**src/adc_sweep_defines.svh**
```systemverilog
// Register offsets, field positions, reset values of the repeat sweep control
`ifndef ADC_SWEEP_DEFINES_SVH
`define ADC_SWEEP_DEFINES_SVH

`define ADC_ADDR_W 6
`define ADC_CTRL0_OFS 6'h00
`define ADC_CTRL1_OFS 6'h04
`define ADC_CTRL2_OFS 6'h08
`define ADC_CTRL3_OFS 6'h0C
`define ADC_STATUS_OFS 6'h10
`define ADC_MASK_OFS 6'h14
`define ADC_RESULT_BASE_BIT 5

`define ADC_START_BIT 0
`define ADC_TRIG_SEL_BIT 1
`define ADC_MODE_BIT 2
`define ADC_SCAN_LO_BIT 0
`define ADC_SCAN_HI_BIT 1
`define ADC_GROUP_LO_BIT 0
`define ADC_GROUP_HI_BIT 1
`define ADC_TRIG_SRC_BIT 2
`define ADC_DMA_BIT 0
`define ADC_DONE_BIT 0

`define ADC_CHANNELS 8
`define ADC_LAST_CHANNEL 3'h7
`define ADC_IRQ_W 1
`define ADC_STATUS_RESET 1'h0
`define ADC_MASK_RESET 1'h0
`define ADC_PIN_IDLE 1'h1

`endif

```
**src/adc_sweep_pkg.sv**
```systemverilog
// Types shared by the repeat sweep control
package adc_sweep_pkg;

    typedef enum logic [1:0] {
        ST_IDLE,
        ST_ARMED,
        ST_ISSUE,
        ST_WAIT
    } state_t;

    typedef struct packed {
        logic mode;
        logic start;
        logic trig_sel;
        logic trig_src;
        logic scan_select_hi;
        logic scan_select_lo;
        logic pin_group_select_hi;
        logic pin_group_select_lo;
        logic dma;
    } cfg_t;

    typedef struct packed {
        logic start;
        logic [2:0] channel;
        logic [1:0] group;
    } conv_req_t;

endpackage

```
**src/adc_repeat_sweep_control.sv**
```systemverilog
// Repeat sweep modes 0 and 1 of the converter: start, sequencing, results, DMA, interrupt
//
// How it works
// - Mode 0 converts the selected group in turn and repeats the sweep.
// - Software trigger: sweeping begins once the start bit is written 1.
// - Pin trigger: a falling edge after the start bit is set begins sweeping.
// - Timer trigger: a timer request after the start bit is set begins sweeping.
// - Sweeping never ends by itself; only clearing the start bit stops it.
// - With DMA operation off no interrupt request is ever raised.
// - With DMA operation on every conversion sets the done flag, which raises an interrupt request while the mask enables it.
// - Mode 0 group holds 2, 4, 6 or 8 channels from channel 0.
// - Without DMA each result lands in the result register of its channel.
// - With DMA every result lands in result register zero.
// - Mode 1 converts a prioritized channel before each ordinary one.
// - Mode 1 always covers all eight channels of the port set.
// - Mode 1 prioritizes 1, 2, 3 or 4 channels from channel 0.
// - Once sweeping, further trigger edges are ignored.
//
// The address-and-strobe port and the placing of the registers are this design's own decisions.
`timescale 1ns/1ps
`include "adc_sweep_defines.svh"

module adc_repeat_sweep_control #(
    parameter int RESULT_W = 10
) (
    // System
    input wire logic clk_sys,
    input wire logic reset,
    // Register port
    input wire logic [`ADC_ADDR_W-1:0] reg_addr,
    input wire logic [31:0] reg_wdata,
    input wire logic reg_write,
    input wire logic reg_read,
    output logic [31:0] reg_rdata,
    // Trigger sources
    input wire logic external_trigger_pin,
    input wire logic timer_trigger,
    // Converter core
    output adc_sweep_pkg::conv_req_t conv_req,
    input wire logic conv_done,
    input wire logic [RESULT_W-1:0] conv_data,
    // DMA and interrupt
    output logic dma_request,
    output logic irq
);

    ////////////////////////////////////////////////////////////////////////////////
    // Decoding helpers

    // Last channel of the mode 0 group: 2, 4, 6 or 8 channels
    function automatic logic [2:0] group_last(input logic hi, input logic lo);
        group_last = {hi, lo, 1'b1};
    endfunction

    // Number of prioritized channels in mode 1, less one
    function automatic logic [2:0] prio_last(input logic hi, input logic lo);
        prio_last = {1'b0, hi, lo};
    endfunction

    ////////////////////////////////////////////////////////////////////////////////
    // State

    adc_sweep_pkg::cfg_t cfg;
    adc_sweep_pkg::cfg_t next_cfg;
    adc_sweep_pkg::state_t state;
    adc_sweep_pkg::state_t next_state;
    adc_sweep_pkg::conv_req_t next_conv_req;
    logic [`ADC_IRQ_W-1:0] status;
    logic [`ADC_IRQ_W-1:0] next_status;
    logic [`ADC_IRQ_W-1:0] mask;
    logic [`ADC_IRQ_W-1:0] next_mask;
    logic phase;
    logic next_phase;
    logic [2:0] prio_ch;
    logic [2:0] next_prio_ch;
    logic [2:0] norm_ch;
    logic [2:0] next_norm_ch;
    logic [RESULT_W-1:0] results [`ADC_CHANNELS];
    logic [RESULT_W-1:0] next_results [`ADC_CHANNELS];
    logic [31:0] next_rdata;
    logic next_dma_request;
    logic next_irq;
    logic pin_fall;
    logic trig_event;
    logic done_ok;
    logic [2:0] g_last;
    logic [2:0] p_last;

    trigger_pin_filter u_pin_filter (
        .clk_sys(clk_sys),
        .reset(reset),
        .pin(external_trigger_pin),
        .fall(pin_fall)
    );

    assign trig_event = cfg.trig_src ? timer_trigger : pin_fall;
    assign g_last = group_last(cfg.scan_select_hi, cfg.scan_select_lo);
    assign p_last = prio_last(cfg.scan_select_hi, cfg.scan_select_lo);

    ////////////////////////////////////////////////////////////////////////////////
    // Next values

    always_comb begin
        next_cfg = cfg;
        next_mask = mask;
        next_status = status;
        next_state = state;
        next_phase = phase;
        next_prio_ch = prio_ch;
        next_norm_ch = norm_ch;
        next_conv_req = conv_req;
        next_conv_req.start = 1'b0;
        next_dma_request = 1'b0;
        next_results = results;
        next_rdata = 32'h0000_0000;
        done_ok = 1'b0;

        // Register writes
        if (reg_write) begin
            if (reg_addr == `ADC_CTRL0_OFS) begin
                next_cfg.start = reg_wdata[`ADC_START_BIT];
                next_cfg.trig_sel = reg_wdata[`ADC_TRIG_SEL_BIT];
                next_cfg.mode = reg_wdata[`ADC_MODE_BIT];
            end else if (reg_addr == `ADC_CTRL1_OFS) begin
                next_cfg.scan_select_lo = reg_wdata[`ADC_SCAN_LO_BIT];
                next_cfg.scan_select_hi = reg_wdata[`ADC_SCAN_HI_BIT];
            end else if (reg_addr == `ADC_CTRL2_OFS) begin
                next_cfg.pin_group_select_lo = reg_wdata[`ADC_GROUP_LO_BIT];
                next_cfg.pin_group_select_hi = reg_wdata[`ADC_GROUP_HI_BIT];
                next_cfg.trig_src = reg_wdata[`ADC_TRIG_SRC_BIT];
            end else if (reg_addr == `ADC_CTRL3_OFS) begin
                next_cfg.dma = reg_wdata[`ADC_DMA_BIT];
            end else if (reg_addr == `ADC_STATUS_OFS) begin
                next_status = status & ~reg_wdata[`ADC_IRQ_W-1:0];
            end else if (reg_addr == `ADC_MASK_OFS) begin
                next_mask = reg_wdata[`ADC_IRQ_W-1:0];
            end
        end

        // Sweep sequencer
        case (state)
            adc_sweep_pkg::ST_IDLE: begin
                next_phase = 1'b0;
                next_prio_ch = 3'h0;
                next_norm_ch = next_cfg.mode ? p_last + 3'h1 : 3'h0;
                if (next_cfg.start) begin
                    // Pin or timer events before the start bit never reach here
                    next_state = next_cfg.trig_sel ? adc_sweep_pkg::ST_ARMED
                                                   : adc_sweep_pkg::ST_ISSUE;
                end
            end
            adc_sweep_pkg::ST_ARMED: begin
                if (trig_event) begin
                    next_state = adc_sweep_pkg::ST_ISSUE;
                end
            end
            adc_sweep_pkg::ST_ISSUE: begin
                next_conv_req.start = 1'b1;
                next_conv_req.group = {cfg.pin_group_select_hi, cfg.pin_group_select_lo};
                if (cfg.mode && !phase) begin
                    next_conv_req.channel = prio_ch;
                end else begin
                    next_conv_req.channel = norm_ch;
                end
                next_state = adc_sweep_pkg::ST_WAIT;
            end
            adc_sweep_pkg::ST_WAIT: begin
                // Triggers are not looked at while sweeping
                if (conv_done) begin
                    done_ok = 1'b1;
                    if (cfg.dma) begin
                        next_results[0] = conv_data;
                        next_dma_request = 1'b1;
                    end else begin
                        next_results[conv_req.channel] = conv_data;
                    end
                    if (!cfg.mode) begin
                        next_norm_ch = (norm_ch >= g_last) ? 3'h0 : norm_ch + 3'h1;
                    end else if (!phase) begin
                        next_prio_ch = (prio_ch >= p_last) ? 3'h0 : prio_ch + 3'h1;
                        next_phase = 1'b1;
                    end else begin
                        next_norm_ch = (norm_ch == `ADC_LAST_CHANNEL) ? p_last + 3'h1
                                                                     : norm_ch + 3'h1;
                        next_phase = 1'b0;
                    end
                    next_state = adc_sweep_pkg::ST_ISSUE;
                end
            end
            default: begin
                next_state = adc_sweep_pkg::ST_IDLE;
            end
        endcase

        // Only clearing the start bit leaves the sweep
        if (!next_cfg.start) begin
            next_state = adc_sweep_pkg::ST_IDLE;
        end

        // Conversion flag set wins over a clear in the same cycle
        if (done_ok && cfg.dma) begin
            next_status[`ADC_DONE_BIT] = 1'b1;
        end
        next_irq = |(next_status & next_mask);

        // Register reads, answered one cycle later
        if (reg_read) begin
            if (reg_addr == `ADC_CTRL0_OFS) begin
                next_rdata[`ADC_START_BIT] = cfg.start;
                next_rdata[`ADC_TRIG_SEL_BIT] = cfg.trig_sel;
                next_rdata[`ADC_MODE_BIT] = cfg.mode;
            end else if (reg_addr == `ADC_CTRL1_OFS) begin
                next_rdata[`ADC_SCAN_LO_BIT] = cfg.scan_select_lo;
                next_rdata[`ADC_SCAN_HI_BIT] = cfg.scan_select_hi;
            end else if (reg_addr == `ADC_CTRL2_OFS) begin
                next_rdata[`ADC_GROUP_LO_BIT] = cfg.pin_group_select_lo;
                next_rdata[`ADC_GROUP_HI_BIT] = cfg.pin_group_select_hi;
                next_rdata[`ADC_TRIG_SRC_BIT] = cfg.trig_src;
            end else if (reg_addr == `ADC_CTRL3_OFS) begin
                next_rdata[`ADC_DMA_BIT] = cfg.dma;
            end else if (reg_addr == `ADC_STATUS_OFS) begin
                next_rdata[`ADC_IRQ_W-1:0] = status;
            end else if (reg_addr == `ADC_MASK_OFS) begin
                next_rdata[`ADC_IRQ_W-1:0] = mask;
            end else if (reg_addr[`ADC_RESULT_BASE_BIT] && reg_addr[1:0] == 2'h0) begin
                next_rdata[RESULT_W-1:0] = results[reg_addr[4:2]];
            end
        end
    end

    ////////////////////////////////////////////////////////////////////////////////
    // Registers

    always_ff @(posedge clk_sys) begin
        if (reset) begin
            cfg <= '0;
            state <= adc_sweep_pkg::ST_IDLE;
            conv_req <= '0;
            status <= `ADC_STATUS_RESET;
            mask <= `ADC_MASK_RESET;
            phase <= 1'b0;
            prio_ch <= 3'h0;
            norm_ch <= 3'h0;
            reg_rdata <= 32'h0000_0000;
            dma_request <= 1'b0;
            irq <= 1'b0;
            for (int i = 0; i < `ADC_CHANNELS; i++) begin
                results[i] <= '0;
            end
        end else begin
            cfg <= next_cfg;
            state <= next_state;
            conv_req <= next_conv_req;
            status <= next_status;
            mask <= next_mask;
            phase <= next_phase;
            prio_ch <= next_prio_ch;
            norm_ch <= next_norm_ch;
            reg_rdata <= next_rdata;
            dma_request <= next_dma_request;
            irq <= next_irq;
            results <= next_results;
        end
    end

    logic ctrl0_write;
    assign ctrl0_write = reg_write && reg_addr == `ADC_CTRL0_OFS;
endmodule

```
**src/trigger_pin_filter.sv**
```systemverilog
// Synchroniser and falling-edge detector for the external trigger pin
`timescale 1ns/1ps
`include "adc_sweep_defines.svh"

module trigger_pin_filter (
    // System
    input wire logic clk_sys,
    input wire logic reset,
    // Pin and event
    input wire logic pin,
    output logic fall
);

    logic sync1;
    logic sync2;
    logic sync3;
    logic level;
    logic next_level;
    logic next_fall;

    always_comb begin
        next_level = level;
        next_fall = 1'b0;
        if (sync2 == sync3 && sync3 != level) begin
            next_level = sync3;
            next_fall = level && !sync3;
        end
    end

    always_ff @(posedge clk_sys) begin
        if (reset) begin
            sync1 <= `ADC_PIN_IDLE;
            sync2 <= `ADC_PIN_IDLE;
            sync3 <= `ADC_PIN_IDLE;
            level <= `ADC_PIN_IDLE;
            fall <= 1'b0;
        end else begin
            sync1 <= pin;
            sync2 <= sync1;
            sync3 <= sync2;
            level <= next_level;
            fall <= next_fall;
        end
    end
endmodule
```
**config.mk**
```make
export PLATFORM = sky130hd
export DESIGN_NAME = adc_repeat_sweep_control
export DESIGN_NICKNAME = d
export VERILOG_FILES = /design/src/adc_sweep_pkg.sv /design/src/adc_repeat_sweep_control.sv /design/src/trigger_pin_filter.sv
export VERILOG_INCLUDE_DIRS = /design/src
export SDC_FILE = /design/constraint.sdc
export NUM_CORES = 1
export LEC_CHECK = 0
export BUFFER_PORTS_ARGS = -buffer_cell sky130_fd_sc_hd__buf_2
export CORE_ASPECT_RATIO = 1.4
export CORE_MARGIN = 2
export CORE_UTILIZATION = 50
export CTS_CLUSTER_DIAMETER = 60
export DETAILED_ROUTE_END_ITERATION = 10
export PLACE_DENSITY = 0.83
export SYNTH_ARGS = -nofsm -noshare
export SYNTH_HDL_FRONTEND = slang
export SYNTH_SLANG_ARGS = --single-unit
```
**constraint.sdc**
```tcl
create_clock -name clk_sys -period 3.3 [get_ports clk_sys]
set_input_delay 0 -clock clk_sys [delete_from_list [all_inputs] [get_ports clk_sys]]
set_output_delay 0 -clock clk_sys [all_outputs]
set_load 0.005 [all_outputs]
```
# After elaboration in Yosys (flattened, before gate mapping)
# Cells that the tools add are included.
[classes] add_sub_neg=3 multipliers=0 div_mod_pow=0 n_lt_le_gt_ge=5 n_eq_ne=16 shifts=0 n_mux=76 bitwise_logic=14 reduce_logical=26
[op_table] cell="$mux 10" count=12
[op_table] cell="$bwmux 80" count=1
[op_table] cell="$mux 3" count=15
[op_table] cell="$mux 9" count=4
[op_table] cell="$bmux 10 s3" count=1
[op_table] cell="$demux 10 s3" count=1
[op_table] cell="$mux 1" count=28
[op_table] cell="$eq 6x4->1 const B" count=2
[op_table] cell="$eq 6x5->1 const B" count=2
[op_table] cell="$mux 2" count=6
[op_table] cell="$mux 6" count=2
[op_table] cell="$pmux 3 s2" count=2
[op_table] cell="$reduce_and 3->1" count=4
[op_table] cell="$not 1->1" count=10
[op_table] cell="$ge 4x4->1 const B" count=2
[op_table] cell="$mux 8" count=1
[op_table] cell="$ne 2x2->1 const B" count=4
[op_table] cell="$not 3->4" count=2
[op_table] cell="$pmux 2 s4" count=1
[op_table] cell="$reduce_and 4->1" count=2
[op_table] cell="$reduce_or 8->1" count=1
[op_table] cell="$mux 7" count=1
[op_table] cell="$add 3x1->3 const B" count=2
[op_table] cell="$eq 6x3->1 const B" count=1
[op_table] cell="21 further kinds" count=33
[word_totals] regBits=145 latch_bits=0 mem_bits_rw=0 mem_bits_ro=0 input_bits=55 wordCells=176 mem_count=0

# Longest topological paths before layout
[depth] depth_word=18 ltp_mapped=8 mapped_depth_nobuf=7

# Cells and area by module
# A second synthesis with hierarchy kept.
[unflattened] cells_unflattened=577 area_unflattened_um2=5715.5
[modules_own_cells] mod="adc_repeat_sweep_control" n_inst=1 cells_each=561 area_each_um2=5525.3 seq_area_each_um2=2362.3
[modules_own_cells] mod="trigger_pin_filter" n_inst=1 cells_each=16 area_each_um2=190.2 seq_area_each_um2=100.1

# Least setup slack after synthesis
# Ideal clock, no wire load.
[synth_timing] kind="register -> register" startpoint="register cfg[3] (netlist name)" endpoint="register norm_ch[0]" setup_ns=0.074 arrival_ns=1.814 setup_slack_ns=1.412 path_stages_with_launch=8 synth_period_minus_slack_ns=1.888 cell_sequence="dfxtp_1 > inv_1 > ha_1 > a21oi_1 > o22a_1 > mux2i_1 > or4b_2 > a31oi_1"
[synth_between] elab_chain_cells=6
[synth_lines] element="start: declaration" line="adc_repeat_sweep_control.sv:63" rtl="adc_sweep_pkg::cfg_t cfg;"
[synth_lines] element="start signal: assignment" line="adc_repeat_sweep_control.sv:251" rtl="cfg <= next_cfg;"
[synth_lines] element="$add 2x1->3" line="adc_repeat_sweep_control.sv:145, adc_repeat_sweep_control.sv:183"
[synth_lines] element="$mux 3" line="adc_repeat_sweep_control.sv:183" rtl="next_norm_ch = (norm_ch == `ADC_LAST_CHANNEL) ? p_last + 3'h1"
[synth_lines] element="$mux 3" line="adc_repeat_sweep_control.sv:179" rtl="end else if (!phase) begin"
[synth_lines] element="$mux 3" line="adc_repeat_sweep_control.sv:177" rtl="if (!cfg.mode) begin"
[synth_lines] element="$mux 3" line="adc_repeat_sweep_control.sv:169" rtl="if (conv_done) begin"
[synth_lines] element="$pmux 3 s2 (*)" line="adc_repeat_sweep_control.sv:141" rtl="case (state)"
[synth_lines] element="end signal: assignment" line="adc_repeat_sweep_control.sv:258" rtl="norm_ch <= next_norm_ch;"
[synth_lines] element="end: declaration" line="adc_repeat_sweep_control.sv:76" rtl="logic [2:0] norm_ch;"
# Every way passes the cells marked *; elsewhere a longest branch is shown, timed or not. The select of a mux whose other input is x is not followed.
# A chain may end at the register's enable or synchronous reset.

# Worst setup path in the final report
[layout_timing] startpoint="register state[0]" endpoint="register results[7] (netlist name)"
[layout_between] elab_chain_cells=2
[layout_lines] element="start: declaration" line="adc_repeat_sweep_control.sv:65" rtl="adc_sweep_pkg::state_t state;"
[layout_lines] element="start signal: assignment" line="adc_repeat_sweep_control.sv:237" rtl="state <= adc_sweep_pkg::ST_IDLE;"
[layout_lines] element="start signal: assignment" line="adc_repeat_sweep_control.sv:252" rtl="state <= next_state;"
[layout_lines] element="$eq 2x2->1" line="adc_repeat_sweep_control.sv:141"
[layout_lines] element="$reduce_and 3->1 (no source line)"
[layout_lines] element="end signal: assignment" line="adc_repeat_sweep_control.sv:262" rtl="results <= next_results;"
[layout_lines] element="end: declaration" line="adc_repeat_sweep_control.sv:78" rtl="logic [RESULT_W-1:0] results [`ADC_CHANNELS];"
# No other way between the ends.

==> impl_metrics.ini <==
[finish]
diodes = 0
layout_common_cells = dfxtp_1 (123), nor2_1 (104), mux2i_1 (98), buf_2 (42)
fin_util_pct = 60.3
nets = 665
fin_area_um2 = 6560
syn_to_final_growth_pct = 17.1
drive_above_1_share_pct = 19.1
mostFrequentLayoutCell = dfxtp_1

[grt]
grt_pass1_vias = 4418
antenna_found_initial = 0
grt.total_usage_pct = 23.0
overflow = 0
grt_pass1_wl_um = 21400
grt_start_max_net_pins = 82

[detailed_routing]
ant_nets = 0
drtIter0Drc = 294
via_per_inst = 5.69
drc_errors = 0
wirelength_um = 13300
first_pass_iters = 6
via_count = 4289
wl_per_cell_um = 17.6

[synth]
yosysWarnings = 0
ys_ff_latch = 123
synth-seq-area-share_pct = 44.0
netlist_instances = 556
synth_edf_count = 0
avgSynthCellArea_um2 = 10.1
netlist_area_um2 = 5600
async_flop_share_pct = 0
synth.distinct_cells = 46
yosysTopAreaCell = dfxtp_1
synth.area.top_cells = dfxtp_1 (44%), mux2i_1 (18%), mux4_2 (8.5%)
synthFlopType = dfxtp_1
yosysTopAreaCellShare_pct = 44.0

[power_and_ir_drop]
power_density_nw_per_um2 = 527
finalPower_w = 0.00346
peakVddDrop_uv = 260
p_leak_nw = 2.80

[outcome]
outcome = completed

[sta]
slew_violations = 0
timing.fmax_mhz = 391
tns_ps = 0
tightest_slew_ps = 918
rsz0062_at_grt = no
setup_viol = 0
relSlewSlack_pct = 38.6
finalHoldViolCount = 0
period_needed_ps = 2550
fin_crit_sh_pct = 77.4
clock_skew_ps = 7.80

[critical_path]
crit_path_top_delay_cell = nand3_1
slowest_delay_ps = 680
r2r-end = results[7]$_SDFFE_PP0P_
worst_setup_path_end_kind = flip-flop
cp.required_ps = 3570
path_class = reg -> reg
reg2reg_depth = 6
start_kind = flip-flop
arrival_ps = 2830
rr_startpoint = state[0]$_SDFFE_PP0P_
cp_max_fo = 14
worstPathCellList = nand2_2 -> nor4b_2 -> buf_4 -> nand3_1 -> mux2i_1 -> nor2_1
rrSetupSlack_ps = 750

[placed_design]
portBuffers = 43
placed_area_um2 = 5760
gp_congestion = 0.885
dp_hpwl_um = 8290

[die]
die-area_um2 = 12100
row_count = 45
initial_core_util_pct = 51.5
die_w_um = 93.4
fp.dieH_um = 129
ios = 95
core-area_um2 = 10900

[cts]
cts_tree = yes
clk_pin_slew_ps = 60
post_cts_resized = 0
h-tree-depth = 4
clock_sinks = 123
cts_root_buf = clkbuf_16
cts_buffers = 17
clock_path_buffers = 2
clock_latency_ps = 420
post_cts_buffers = 0

[min_path]
holdPathStages = 4
min_path_type = in -> reg
min_from = reg_addr[5]
hold_end = reg_rdata[0]$_SDFF_PP0_

[flow_run]
drv_cap = 0
[cells in the mapped netlist, drive strengths merged, types with 3 or more instances]
cell    instances
nor2          105
mux4           21
nand3          16
or3             3
clkbuf         28
nor4b           4
ha              9
o21ai           7
a211oi          4
nor2b           5
nand2          21
buf            38
or2             4
nor3            6
a21oi          22
nand2b          4
inv             8
mux2i          98
dfxtp         123
nand3b          3
[logic make-up after synthesis]
group           Yosys count  synth area share, %
buf+inv                  74                 7.13
flops                   123                 44.0
compound gates           45                 4.81
fa+ha+maj                 9                 2.01
simple gates            182                 15.4
xor+xnor                  1                0.157
mux                     121                 26.4
other cells               1               0.0670
[state kept, by name, indices dropped and copies added (netlist names)]
name,cells
u_pin_filter.fall,1
cfg,9
u_pin_filter.sync1,1
irq,1
prio_ch,3
u_pin_filter.level,1
mask,1
state,2
u_pin_filter.sync2,1
dma_request,1
u_pin_filter.sync3,1
reg_rdata,10
conv_req,6
results,80
phase,1
status,1
norm_ch,3
[metal layers]
layer / global-route usage [%] / up-vias / wire, um
met5: 0 / - / 0
met4: 11.7 / 0 / 452
met3: 5.81 / 42 / 746
met2: 41.6 / 182 / 7040
met1: 24.6 / 2082 / 5060
li1: - / 1983 / -
[critical path: cells and delay by family (launching register included)]
family | cells | cell delay (ps)
AND/OR/NAND/NOR | 4 | 1140
flip-flops | 1 | 520
multiplexers | 1 | 460
buffers and inverters | 1 | 270
[final cells by class]
type / instances / area [um2]
multi-input cells: 380 / 2810
repair buffers: 71 / 478
fillers: 832 / 4310
flip-flops and latches: 123 / 2460
well taps: 141 / 176
clock inverters: 12 / 141
inverters: 8 / 30.0
clock buffers: 19 / 453
[worst max path at each step]
stage / start / end / cells past startpoint
final: state[0]$_SDFFE_PP0P_ / results[7]$_SDFFE_PP0P_ / 6
after global routing: state[0]$_SDFFE_PP0P_ / results[7]$_SDFFE_PP0P_ / 6
after CTS: state[0]$_SDFFE_PP0P_ / results[7]$_SDFFE_PP0P_ / 6
after detailed placement: state[0]$_SDFFE_PP0P_ / results[7]$_SDFFE_PP0P_ / 6
after floorplan: cfg[3]$_SDFFE_PP0P_ / norm_ch[0]$_SDFFE_PP0P_ / 7
after global placement: state[0]$_SDFFE_PP0P_ / results[7]$_SDFFE_PP0P_ / 6
[report_power, final]
part / leakage [nW] / total [W] / switching [W] / internal, W
sequential: 0.991 / 0.00149 / 0.00000220 / 0.00149
clock: 0.286 / 0.00183 / 0.000676 / 0.00115
combinational: 1.52 / 0.000135 / 0.0000840 / 0.0000508
[what timing repair did]
action                                  4_1_cts  5_1_grt
endpoints found under the hold margin       100        0
endpoints found under the setup margin        0        0
hold buffers                                 20        0
[stage by stage]
stage	worst slack (ps)	cells	hold slack [ps]
3_5_place_dp	861	703	187
4_1_cts	779	754	29.4
5_1_grt	674	754	79.1
2_1_floorplan	1410	577	76.8
3_3_place_gp	975	703	196
6_report	745	754	59.5
Power figures use the tool's default switching activity.
